**src/inc/tic_cfg.svh**
```systemverilog
/*
  constants of the timer and external interrupt control block: register
  offset, bit positions, reset values and bus widths.
  assumes it is included by bare name from the package and the design.
*/
`ifndef TIC_CFG_SVH
`define TIC_CFG_SVH

`define TIC_ADDR_W          12
`define TIC_DATA_W          32
`define TIC_CTRL_OFS        12'h088
`define TIC_CTRL_RST        8'h00
`define TIC_BIT_T1_FLAG     7
`define TIC_BIT_T1_RUN      6
`define TIC_BIT_T0_FLAG     5
`define TIC_BIT_T0_RUN      4
`define TIC_BIT_X1_FLAG     3
`define TIC_BIT_X1_EDGE     2
`define TIC_BIT_X0_FLAG     1
`define TIC_BIT_X0_EDGE     0
`define TIC_SYNC_RST        2'h3

`endif

```
**src/inc/tic_pkg.sv**
```systemverilog
/*
  types of the timer and external interrupt control block.
  assumes tic_cfg.svh is reachable on the include path.
*/
`include "tic_cfg.svh"

package tic_pkg;

  // one bit per interrupt source, same order as the control register flags
  typedef struct packed {
    logic timer1;
    logic timer0;
    logic ext1;
    logic ext0;
  } tic_src_t;

  // apb transfer phase as seen by the slave
  typedef enum logic [2:0] {
    TIC_APB_IDLE   = 3'b001,
    TIC_APB_ACCESS = 3'b010,
    TIC_APB_DONE   = 3'b100
  } tic_apb_state_t;

endpackage

```
**src/rtl/tic_timer_irq_control.sv**
```systemverilog
/*
  timer run control, timer overflow flags and external interrupt flags,
  reached by software over an apb slave with one control register.
  assumes overflow pulses come from the timer datapaths, the cpu pulses one
  vector acknowledge per source, and pins are synchronous inputs that are
  still resynchronised here.
*/
//
// Contract
// RULE_01 - set timer 1 flag on overflow, hold
// RULE_02 - timer 1 flag cleared by software or vector
// RULE_03 - timer 1 run bit gates counting
// RULE_04 - set timer 0 flag on overflow, hold
// RULE_05 - timer 0 flag cleared by software or vector
// RULE_06 - timer 0 run bit gates counting
// RULE_07 - ext 1 flag set on chosen pin event
// RULE_08 - ext 1 vector clear only in edge mode
// RULE_09 - level mode ext 1 flag is inverted pin
// RULE_10 - ext 1 select: 0 level, 1 falling edge
// RULE_11 - ext 0 flag set on chosen pin event
// RULE_12 - ext 0 vector clear only in edge mode
// RULE_13 - level mode ext 0 flag is inverted pin
// RULE_14 - ext 0 select: 0 level, 1 falling edge
// RULE_15 - two-flop sync on both interrupt pins
// RULE_16 - request per set flag, ack clears
`include "tic_cfg.svh"

module tic_timer_irq_control #(
  parameter int ADDR_W = `TIC_ADDR_W
) (
  input  wire logic              i_core_clk,
  input  wire logic              i_sys_rst,
  input  wire logic              i_psel,
  input  wire logic              i_penable,
  input  wire logic              i_pwrite,
  input  wire logic [ADDR_W-1:0] i_paddr,
  input  wire logic [31:0]       i_pwdata,
  input  wire logic [3:0]        i_pstrb,
  output logic      [31:0]       o_prdata,
  output logic                   o_pready,
  output logic                   o_pslverr,
  input  wire logic              i_timer0_overflow,
  input  wire logic              i_timer1_overflow,
  input  wire logic              i_ext_irq0_pin_n,
  input  wire logic              i_ext_irq1_pin_n,
  input  wire tic_pkg::tic_src_t i_vector_ack,
  output logic                   o_timer0_run,
  output logic                   o_timer1_run,
  output tic_pkg::tic_src_t      o_irq_req
);
  import tic_pkg::*;

  // reset image of the control register, indexed per bit so no shift truncates
  localparam logic [7:0] CTRL_RST = `TIC_CTRL_RST;

  tic_apb_state_t apb_state;
  logic [1:0]     pin_meta;
  logic [1:0]     pin_sync;
  logic [1:0]     pin_prev;
  logic           timer1_overflow_flag;
  logic           timer1_run;
  logic           timer0_overflow_flag;
  logic           timer0_run;
  logic           ext_irq1_flag;
  logic           ext_irq1_edge_select;
  logic           ext_irq0_flag;
  logic           ext_irq0_edge_select;
  logic [7:0]     ctrl_value;
  logic           ctrl_hit;
  logic           ctrl_write;
  logic [1:0]     pin_fall;
  tic_src_t       next_flags;

  // register address match on every address bit, byte offset included
  function automatic logic addr_is(input logic [ADDR_W-1:0] addr, input logic [ADDR_W-1:0] ofs);
    addr_is = (addr == ofs);
  endfunction

  // flag update: set beats any clear landing in the same cycle
  function automatic logic flag_next(input logic cur, input logic set, input logic wr,
                                     input logic wval, input logic ack);
    logic held;
    held = wr ? wval : cur;
    flag_next = set | (held & ~ack);
  endfunction

  assign ctrl_value = {timer1_overflow_flag, timer1_run, timer0_overflow_flag, timer0_run,
                       ext_irq1_flag, ext_irq1_edge_select, ext_irq0_flag, ext_irq0_edge_select};
  assign ctrl_hit   = addr_is(i_paddr, ADDR_W'(`TIC_CTRL_OFS));
  // writes land only on the completing access edge
  assign ctrl_write = (apb_state == TIC_APB_ACCESS) && i_psel && i_penable && i_pwrite
                      && ctrl_hit && i_pstrb[0];

  // apb slave, zero wait states; pready comes from a flop
  always_ff @(posedge i_core_clk)
  begin
    if (i_sys_rst)
    begin
      apb_state <= TIC_APB_IDLE;
      o_pready  <= 1'b0;
      o_pslverr <= 1'b0;
      o_prdata  <= 32'h0000_0000;
    end
    else
    begin
      case (apb_state)
        TIC_APB_IDLE:
        begin
          if (i_psel && !i_penable)
          begin
            apb_state <= TIC_APB_ACCESS;
            o_pready  <= 1'b1;
            // unmapped address answers with an error and zero data
            if (ctrl_hit)
            begin
              o_pslverr <= 1'b0;
              o_prdata  <= i_pwrite ? 32'h0000_0000 : {24'h00_0000, ctrl_value};
            end
            else
            begin
              o_pslverr <= 1'b1;
              o_prdata  <= 32'h0000_0000;
            end
          end
        end
        TIC_APB_ACCESS:
        begin
          apb_state <= TIC_APB_DONE;
          o_pready  <= 1'b0;
          o_pslverr <= 1'b0;
          o_prdata  <= 32'h0000_0000;
        end
        TIC_APB_DONE:
        begin
          apb_state <= TIC_APB_IDLE;
        end
        default:
        begin
          apb_state <= TIC_APB_IDLE;
          o_pready  <= 1'b0;
        end
      endcase
    end
  end

  // first stage read only by the second; reset to idle-high pins
  always_ff @(posedge i_core_clk)
  begin
    if (i_sys_rst)
    begin
      pin_meta <= `TIC_SYNC_RST;
      pin_sync <= `TIC_SYNC_RST;
      pin_prev <= `TIC_SYNC_RST;
    end
    else
    begin
      pin_meta <= {i_ext_irq1_pin_n, i_ext_irq0_pin_n};
      pin_sync <= pin_meta; // see RULE_15
      pin_prev <= pin_sync;
    end
  end

  assign pin_fall = pin_prev & ~pin_sync; // see RULE_15

  // run and type select bits are plain software state
  always_ff @(posedge i_core_clk)
  begin
    if (i_sys_rst)
    begin
      timer1_run           <= CTRL_RST[`TIC_BIT_T1_RUN];
      timer0_run           <= CTRL_RST[`TIC_BIT_T0_RUN];
      ext_irq1_edge_select <= CTRL_RST[`TIC_BIT_X1_EDGE];
      ext_irq0_edge_select <= CTRL_RST[`TIC_BIT_X0_EDGE];
    end
    else if (ctrl_write)
    begin
      timer1_run           <= i_pwdata[`TIC_BIT_T1_RUN];
      timer0_run           <= i_pwdata[`TIC_BIT_T0_RUN];
      ext_irq1_edge_select <= i_pwdata[`TIC_BIT_X1_EDGE]; // see RULE_10
      ext_irq0_edge_select <= i_pwdata[`TIC_BIT_X0_EDGE]; // see RULE_14
    end
  end

  always_comb
  begin
    next_flags.timer1 = flag_next(timer1_overflow_flag, i_timer1_overflow, ctrl_write,
                                  i_pwdata[`TIC_BIT_T1_FLAG], i_vector_ack.timer1); // see RULE_01 see RULE_02
    next_flags.timer0 = flag_next(timer0_overflow_flag, i_timer0_overflow, ctrl_write,
                                  i_pwdata[`TIC_BIT_T0_FLAG], i_vector_ack.timer0); // see RULE_04 see RULE_05
    // level mode mirrors the pin, so software and vector clears have no lasting effect
    if (ext_irq1_edge_select)
      next_flags.ext1 = flag_next(ext_irq1_flag, pin_fall[1], ctrl_write,
                                  i_pwdata[`TIC_BIT_X1_FLAG], i_vector_ack.ext1); // see RULE_07 see RULE_08
    else
      next_flags.ext1 = ~pin_sync[1]; // see RULE_09
    if (ext_irq0_edge_select)
      next_flags.ext0 = flag_next(ext_irq0_flag, pin_fall[0], ctrl_write,
                                  i_pwdata[`TIC_BIT_X0_FLAG], i_vector_ack.ext0); // see RULE_11 see RULE_12
    else
      next_flags.ext0 = ~pin_sync[0]; // see RULE_13
  end

  always_ff @(posedge i_core_clk)
  begin
    if (i_sys_rst)
    begin
      timer1_overflow_flag <= CTRL_RST[`TIC_BIT_T1_FLAG];
      timer0_overflow_flag <= CTRL_RST[`TIC_BIT_T0_FLAG];
      ext_irq1_flag        <= CTRL_RST[`TIC_BIT_X1_FLAG];
      ext_irq0_flag        <= CTRL_RST[`TIC_BIT_X0_FLAG];
      o_irq_req            <= '0;
    end
    else
    begin
      timer1_overflow_flag <= next_flags.timer1;
      timer0_overflow_flag <= next_flags.timer0;
      ext_irq1_flag        <= next_flags.ext1;
      ext_irq0_flag        <= next_flags.ext0;
      o_irq_req            <= next_flags; // see RULE_16
    end
  end

  // run outputs mirror the run bits from their own flops
  always_ff @(posedge i_core_clk)
  begin
    if (i_sys_rst)
    begin
      o_timer1_run <= 1'b0;
      o_timer0_run <= 1'b0;
    end
    else
    begin
      o_timer1_run <= ctrl_write ? i_pwdata[`TIC_BIT_T1_RUN] : timer1_run; // see RULE_03
      o_timer0_run <= ctrl_write ? i_pwdata[`TIC_BIT_T0_RUN] : timer0_run; // see RULE_06
    end
  end

endmodule // tic_timer_irq_control

```
**config.mk**
```make
export PLATFORM = sky130hd
export DESIGN_NAME = tic_timer_irq_control
export DESIGN_NICKNAME = d
export VERILOG_FILES = /design/src/inc/tic_pkg.sv /design/src/rtl/tic_timer_irq_control.sv
export VERILOG_INCLUDE_DIRS = /design/src /design/src/inc
export SDC_FILE = /design/constraint.sdc
export NUM_CORES = 1
export LEC_CHECK = 0
export BUFFER_PORTS_ARGS = -buffer_cell sky130_fd_sc_hd__clkbuf_2
export CAP_MARGIN = 20
export CORE_MARGIN = 5
export CORE_UTILIZATION = 42
export CTS_CLUSTER_DIAMETER = 60
export CTS_CLUSTER_SIZE = 10
export DETAILED_ROUTE_END_ITERATION = 8
export MAX_ROUTING_LAYER = met4
export PLACE_DENSITY = 0.84
export SETUP_SLACK_MARGIN = 0.4
export SYNTH_ARGS = -nofsm -noshare
export SYNTH_HDL_FRONTEND = slang
export SYNTH_SLANG_ARGS = --single-unit
```
**constraint.sdc**
```tcl
create_clock -name i_core_clk -period 4.36 [get_ports i_core_clk]
set_clock_uncertainty 0.1 [all_clocks]
set_input_delay 0.218 -clock i_core_clk [delete_from_list [all_inputs] [get_ports i_core_clk]]
set_output_delay 0.218 -clock i_core_clk [all_outputs]
set_load 0.05 [all_outputs]
```
After elaboration in Yosys (flattened, before gate mapping)
Cells that the tools add are included.
{"block": "op_classes", "add_sub_neg": 0, "n_mul": 0, "n_div": 0, "n_lt_le_gt_ge": 0, "n_eq_ne": 5, "shifts": 0, "n_mux": 17, "bitwise_logic": 17, "reduce_logical": 10}
{"op": "$pmux W32 S2", "count": 1}
{"op": "$mux W32", "count": 1}
{"op": "$mux W8", "count": 2}
{"op": "$eq A12 B8 Y1 const B", "count": 1}
{"op": "$mux W1", "count": 9}
{"op": "$not A1 Y1", "count": 7}
{"op": "$logic_and A1 B1 Y1", "count": 6}
{"op": "$pmux W3 S2", "count": 1}
{"op": "$and A1 B1 Y1", "count": 4}
{"op": "$or A1 B1 Y1", "count": 4}
{"op": "$pmux W1 S2", "count": 2}
{"op": "$reduce_and A2 Y1", "count": 2}
{"op": "$eq A3 B1 Y1 const B", "count": 1}
{"op": "$eq A3 B2 Y1 const B", "count": 1}
{"op": "$eq A3 B3 Y1 const B", "count": 1}
{"op": "$mux W3", "count": 1}
{"op": "$and A2 B2 Y2", "count": 1}
{"op": "$ne A2 B2 Y1 const B", "count": 1}
{"op": "$not A2 Y2", "count": 1}
{"op": "$reduce_bool A2 Y1", "count": 1}
{"op": "$logic_not A1 Y1", "count": 1}
{"block": "totals", "ff_bits": 51, "latchBits": 0, "ram_bits": 0, "romBits": 0, "input_bits": 61, "out_inout_bits": 40, "word_cells": 64, "n_memories": 0}

Longest topological paths before layout
{"block": "depth", "word_depth": 10, "mapped_depth": 6, "ltp_nobuf": 4}

Worst setup path after synthesis
OpenSTA, ideal clock, no wires.
{"block": "synth_path", "path_type": "register -> register", "start": "reg apb_state[1]", "end": "reg ext_irq0_edge_select", "t_arrival_ns": 1.289, "required_time_ns": 4.131, "setup_slack_ns": 2.841, "stages_incl_launch_ff": 5, "period_less_slack_ns": 1.519, "cell_sequence": "dfxtp_1 > or3b_4 > or2_4 > o21ai_0 > a21oi_1"}
{"block": "synth_via", "elab_chain_len": 6}
{"element": "start, declared", "line_no": "tic_timer_irq_control.sv:56", "source": "tic_apb_state_t apb_state;"}
{"element": "start signal, assigned", "line_no": "tic_timer_irq_control.sv:99", "source": "apb_state <= TIC_APB_IDLE;"}
{"element": "start signal, assigned", "line_no": "tic_timer_irq_control.sv:111", "source": "apb_state <= TIC_APB_ACCESS;"}
{"element": "start signal, assigned", "line_no": "tic_timer_irq_control.sv:128", "source": "apb_state <= TIC_APB_DONE;"}
{"element": "$eq A3 B2 Y1", "line_no": "tic_timer_irq_control.sv:91", "source": "assign ctrl_write = (apb_state == TIC_APB_ACCESS) && i_psel && i_penable && i_pwrite"}
{"element": "$logic_and A1 B1 Y1 (3 in a row)", "line_no": "tic_timer_irq_control.sv:91"}
{"element": "$logic_and A1 B1 Y1 (2 in a row)", "line_no": "tic_timer_irq_control.sv:92", "source": "&& ctrl_hit && i_pstrb[0];"}
{"element": "end signal, assigned", "line_no": "tic_timer_irq_control.sv:173", "source": "ext_irq0_edge_select <= CTRL_RST[`TIC_BIT_X0_EDGE];"}
{"element": "end signal, assigned", "line_no": "tic_timer_irq_control.sv:180", "source": "ext_irq0_edge_select <= i_pwdata[`TIC_BIT_X0_EDGE];"}
{"element": "end, declared", "line_no": "tic_timer_irq_control.sv:67", "source": "logic ext_irq0_edge_select;"}
Every way passes these cells.
A chain may end at the register's enable or synchronous reset.

Worst setup path in the final report
{"block": "layout_path", "start": "reg apb_state[2]", "end": "reg o_prdata[3]"}
{"block": "layout_via", "elab_chain_len": 3}
{"element": "$eq A3 B1 Y1 / $eq A3 B2 Y1 (equally long branches)", "line_no": "tic_timer_irq_control.sv:106", "source": "case (apb_state)"}
{"element": "$ne A2 B2 Y1 (no line) / $reduce_bool A2 Y1 (equally long branches)"}
{"element": "$reduce_and A2 Y1 (no line)"}
{"element": "end signal, assigned", "line_no": "tic_timer_irq_control.sv:117", "source": "o_prdata <= i_pwrite ? 32'h0000_0000 : {24'h00_0000, ctrl_value};"}
{"element": "end, declared", "line_no": "tic_timer_irq_control.sv:39", "source": "output logic [31:0] o_prdata,"}
Several ways; a longest one is shown, not always the timed one.

==> results.sh <==
export IMPL_n_antenna_cell=0
export IMPL_ant_nets=0
export IMPL_synth_edff_count=0
export IMPL_grt_overflow=0
export IMPL_die_area_sq_um=4350
export IMPL_clock_latency_ns=0.34
export IMPL_holdCritPathClass="input pin to register"
export IMPL_max_slew_worst_pin_slew_ns=0.906
export IMPL_crit_cells=4
export IMPL_required_ns=4.54
export IMPL_grt_usage_pct=13.9
export IMPL_pre_cts_ws_ns=2.34
export IMPL_setup_viol=0
export IMPL_ys_seq_elements=27
export IMPL_ys_warn_count=0
export IMPL_drc=0
export IMPL_first_iter_violations=45
export IMPL_critical_path_cell_chain="nand4bb_1, nor3_1, a32oi_1, nor2_1"
export IMPL_io_buffers=49
export IMPL_cpMaxStageDelayCell="nor3_1"
export IMPL_rsz0062_at_grt="false"
export IMPL_clock_root_buffer="clkbuf_4"
export IMPL_vias=1110
export IMPL_crit_path_end_kind="register"
export IMPL_setup_ws_ns=2.55
export IMPL_fmax_mhz=553
export IMPL_cts_tree="done"
export IMPL_max_slew_margin_pct=39.1
export IMPL_htree_levels=1
export IMPL_r2r_slack_ns=2.55
export IMPL_cap_violations=0
export IMPL_grt_pass1_vias=1004
export IMPL_placed_cell_area_sq_um=1450
export IMPL_slowest_delay_ns=0.72
export IMPL_syn_to_final_growth_pct=17.9
export IMPL_start_util_pct=43.5
export IMPL_clock_sinks=27
export IMPL_synthArstFlopShare_pct=0
export IMPL_wl_um=2920
export IMPL_vias_per_cell=4.74
export IMPL_hpwl_um=2240
export IMPL_clockBufferDepth=2
export IMPL_final_cell_area_sq_um=1550
export IMPL_globalplace_congestion=0.775
export IMPL_power_leakage_nw=0.746
export IMPL_synthCells=141
export IMPL_syn_area_sq_um=1320
export IMPL_post_cts_buffers=0
export IMPL_cp_start_kind="register"
export IMPL_drv_slew=0
export IMPL_finalCritPeriodShare_pct=41.5
export IMPL_crit_fanout=8
export IMPL_clk_pin_slew_ns=0.16
export IMPL_path_buf_inv=0
export IMPL_synth_flop_cell="dfxtp_1"
export IMPL_grt_antenna_before_repair=0
export IMPL_coreArea_sq_um=3030
export IMPL_whs_ns=0.00596
export IMPL_chipHeight_um=66.0
export IMPL_ir_drop_uv=115
export IMPL_cp_data_arrival_time_ns=1.99
export IMPL_grt_max_degree=31
export IMPL_syn_area_per_cell_sq_um=9.34
export IMPL_dr_pass1_iters=4
export IMPL_critPathTopFamily="simple AND/OR/NAND/NOR gates"
export IMPL_cts_inserted_buffers=3
export IMPL_hold_depth=2
export IMPL_ys_seq_area_share_pct=41.1
export IMPL_tns_ns=0
export IMPL_power_density_nw_per_um2=302
export IMPL_die_w_um=66.0
export IMPL_post_drt_wl_per_cell_um=12.5
export IMPL_r2r_cells=4
export IMPL_finalHoldViolations=0
export IMPL_fin_crit_ns=1.81
export IMPL_synth_cell_types=33
export IMPL_run_status="finished clean"
export IMPL_crit_type="register to register"
export IMPL_fp_row_count=20
export IMPL_drive_above_1_share_pct=33.7
export IMPL_ioPinCount=101
export IMPL_post_cts_resized=0
export IMPL_grt_pass1_wl_um=4600
export IMPL_fin_nets=252
-- metal layers --
layer  part of all wire, %  global-route usage, %
met3                   8.0                   1.02
met4                   1.6                   6.85
met2                    47                   21.8
met5                     0                      -
met1                    43                   18.0
-- through the flow --
step	util (%)	total power, W	instances
global placement	47.9	0.000355	223
detailed placement	47.9	0.000356	223
CTS	50.9	0.000471	233
floorplan	-	0.000355	164
global route	51.2	0.000487	234
finish	51.2	0.000469	234
-- flip-flops by register name (all words and copies together) (netlist names) --
name,flops
o_prdata,8
apb_state,3
pin_meta,2
pin_prev,2
pin_sync,2
ext_irq0_edge_select,1
ext_irq0_flag,1
ext_irq1_edge_select,1
ext_irq1_flag,1
o_pready,1
o_pslverr,1
o_timer0_run,1
o_timer1_run,1
timer0_overflow_flag,1
timer1_overflow_flag,1
-- cell usage in the layout, fill, tap and decap left out, drive strengths merged, types with 3 or more instances in the layout --
master       instances
a21oi                4
a32oi                8
clkbuf              52
conb                24
dfxtp               27
dlygate4sd3          7
inv                  5
nand2                3
nand3                5
nand4                3
nor2                13
nor3b                4
o21ai                5
or2                  9
-- path summary, 6_finish.rpt --
| path | end | start |
|---|---|---|
| worst max-delay path | o_prdata[3]$_SDFFE_PP0P_ | apb_state[2]$_SDFFE_PP0P_ |
| worst min-delay path | timer0_overflow_flag$_SDFF_PP0_ | i_timer0_overflow |
| worst max register to register | o_prdata[3]$_SDFFE_PP0P_ | apb_state[2]$_SDFFE_PP0P_ |
| worst min register to register | pin_sync[1]$_SDFF_PP1_ | pin_meta[1]$_SDFF_PP1_ |
-- timing repair --
item | CTS | global route
hold buffers | 6 | 1
endpoints found under the setup margin | 0 | 0
endpoints found under the hold margin | 6 | 1
-- power by group --
part	internal [W]	switching, W	total [W]
clock network	0.0000351	0.0000778	0.000113
logic	0.0000247	0.0000743	0.0000989
registers	0.000253	0.00000384	0.000257
total	0.000313	0.000156	0.000469
-- worst reg2reg max path, stage by stage (launching register included) --
cell and delay [ns]:
dfxtp_1 0.36, nand4bb_1 0.21, nor3_1 0.72, a32oi_1 0.22, nor2_1 0.14
-- cell usage after synthesis, types with 2 or more instances --
cell type | n | area [sq um]
a2111oi_0 | 2 | 17.5
a21o_1 | 2 | 15.0
a21oi_1 | 4 | 20.0
a221o_1 | 2 | 20.0
a32oi_1 | 8 | 70.1
buf_4 | 30 | 225
clkbuf_1 | 2 | 7.51
dfxtp_1 | 27 | 541
inv_1 | 5 | 18.8
nand2_1 | 3 | 11.3
nand3_1 | 5 | 25.0
nand4_1 | 3 | 18.8
nor2_1 | 11 | 41.3
nor2_8 | 2 | 40.0
nor3_1 | 2 | 10.0
nor3b_1 | 4 | 30.0
nor4b_1 | 2 | 17.5
o211ai_1 | 2 | 15.0
o21ai_0 | 5 | 25.0
or2_2 | 7 | 43.8
-- final cells by class --
| class | instances | area [sq um] |
|---|---|---|
| clock buffers | 3 | 22.5 |
| inverters | 5 | 18.8 |
| repair buffers | 56 | 315 |
| flip-flops and latches | 27 | 541 |
| multi-input cells | 98 | 592 |
| fillers | 297 | 1480 |
| well taps | 44 | 55.1 |
| clock inverters | 1 | 7.51 |
-- cells by family after synthesis --
family / count (synthesis) / share of synthesized area (%)
AO/OA/AOI/OAI: 28 / 15.8
buffers and inverters: 39 / 20.5
flip-flops: 27 / 41.1
other: 1 / 0.285
AND/OR/NAND/NOR: 46 / 22.3
Note: power is estimated with default switching activity, not from simulation.
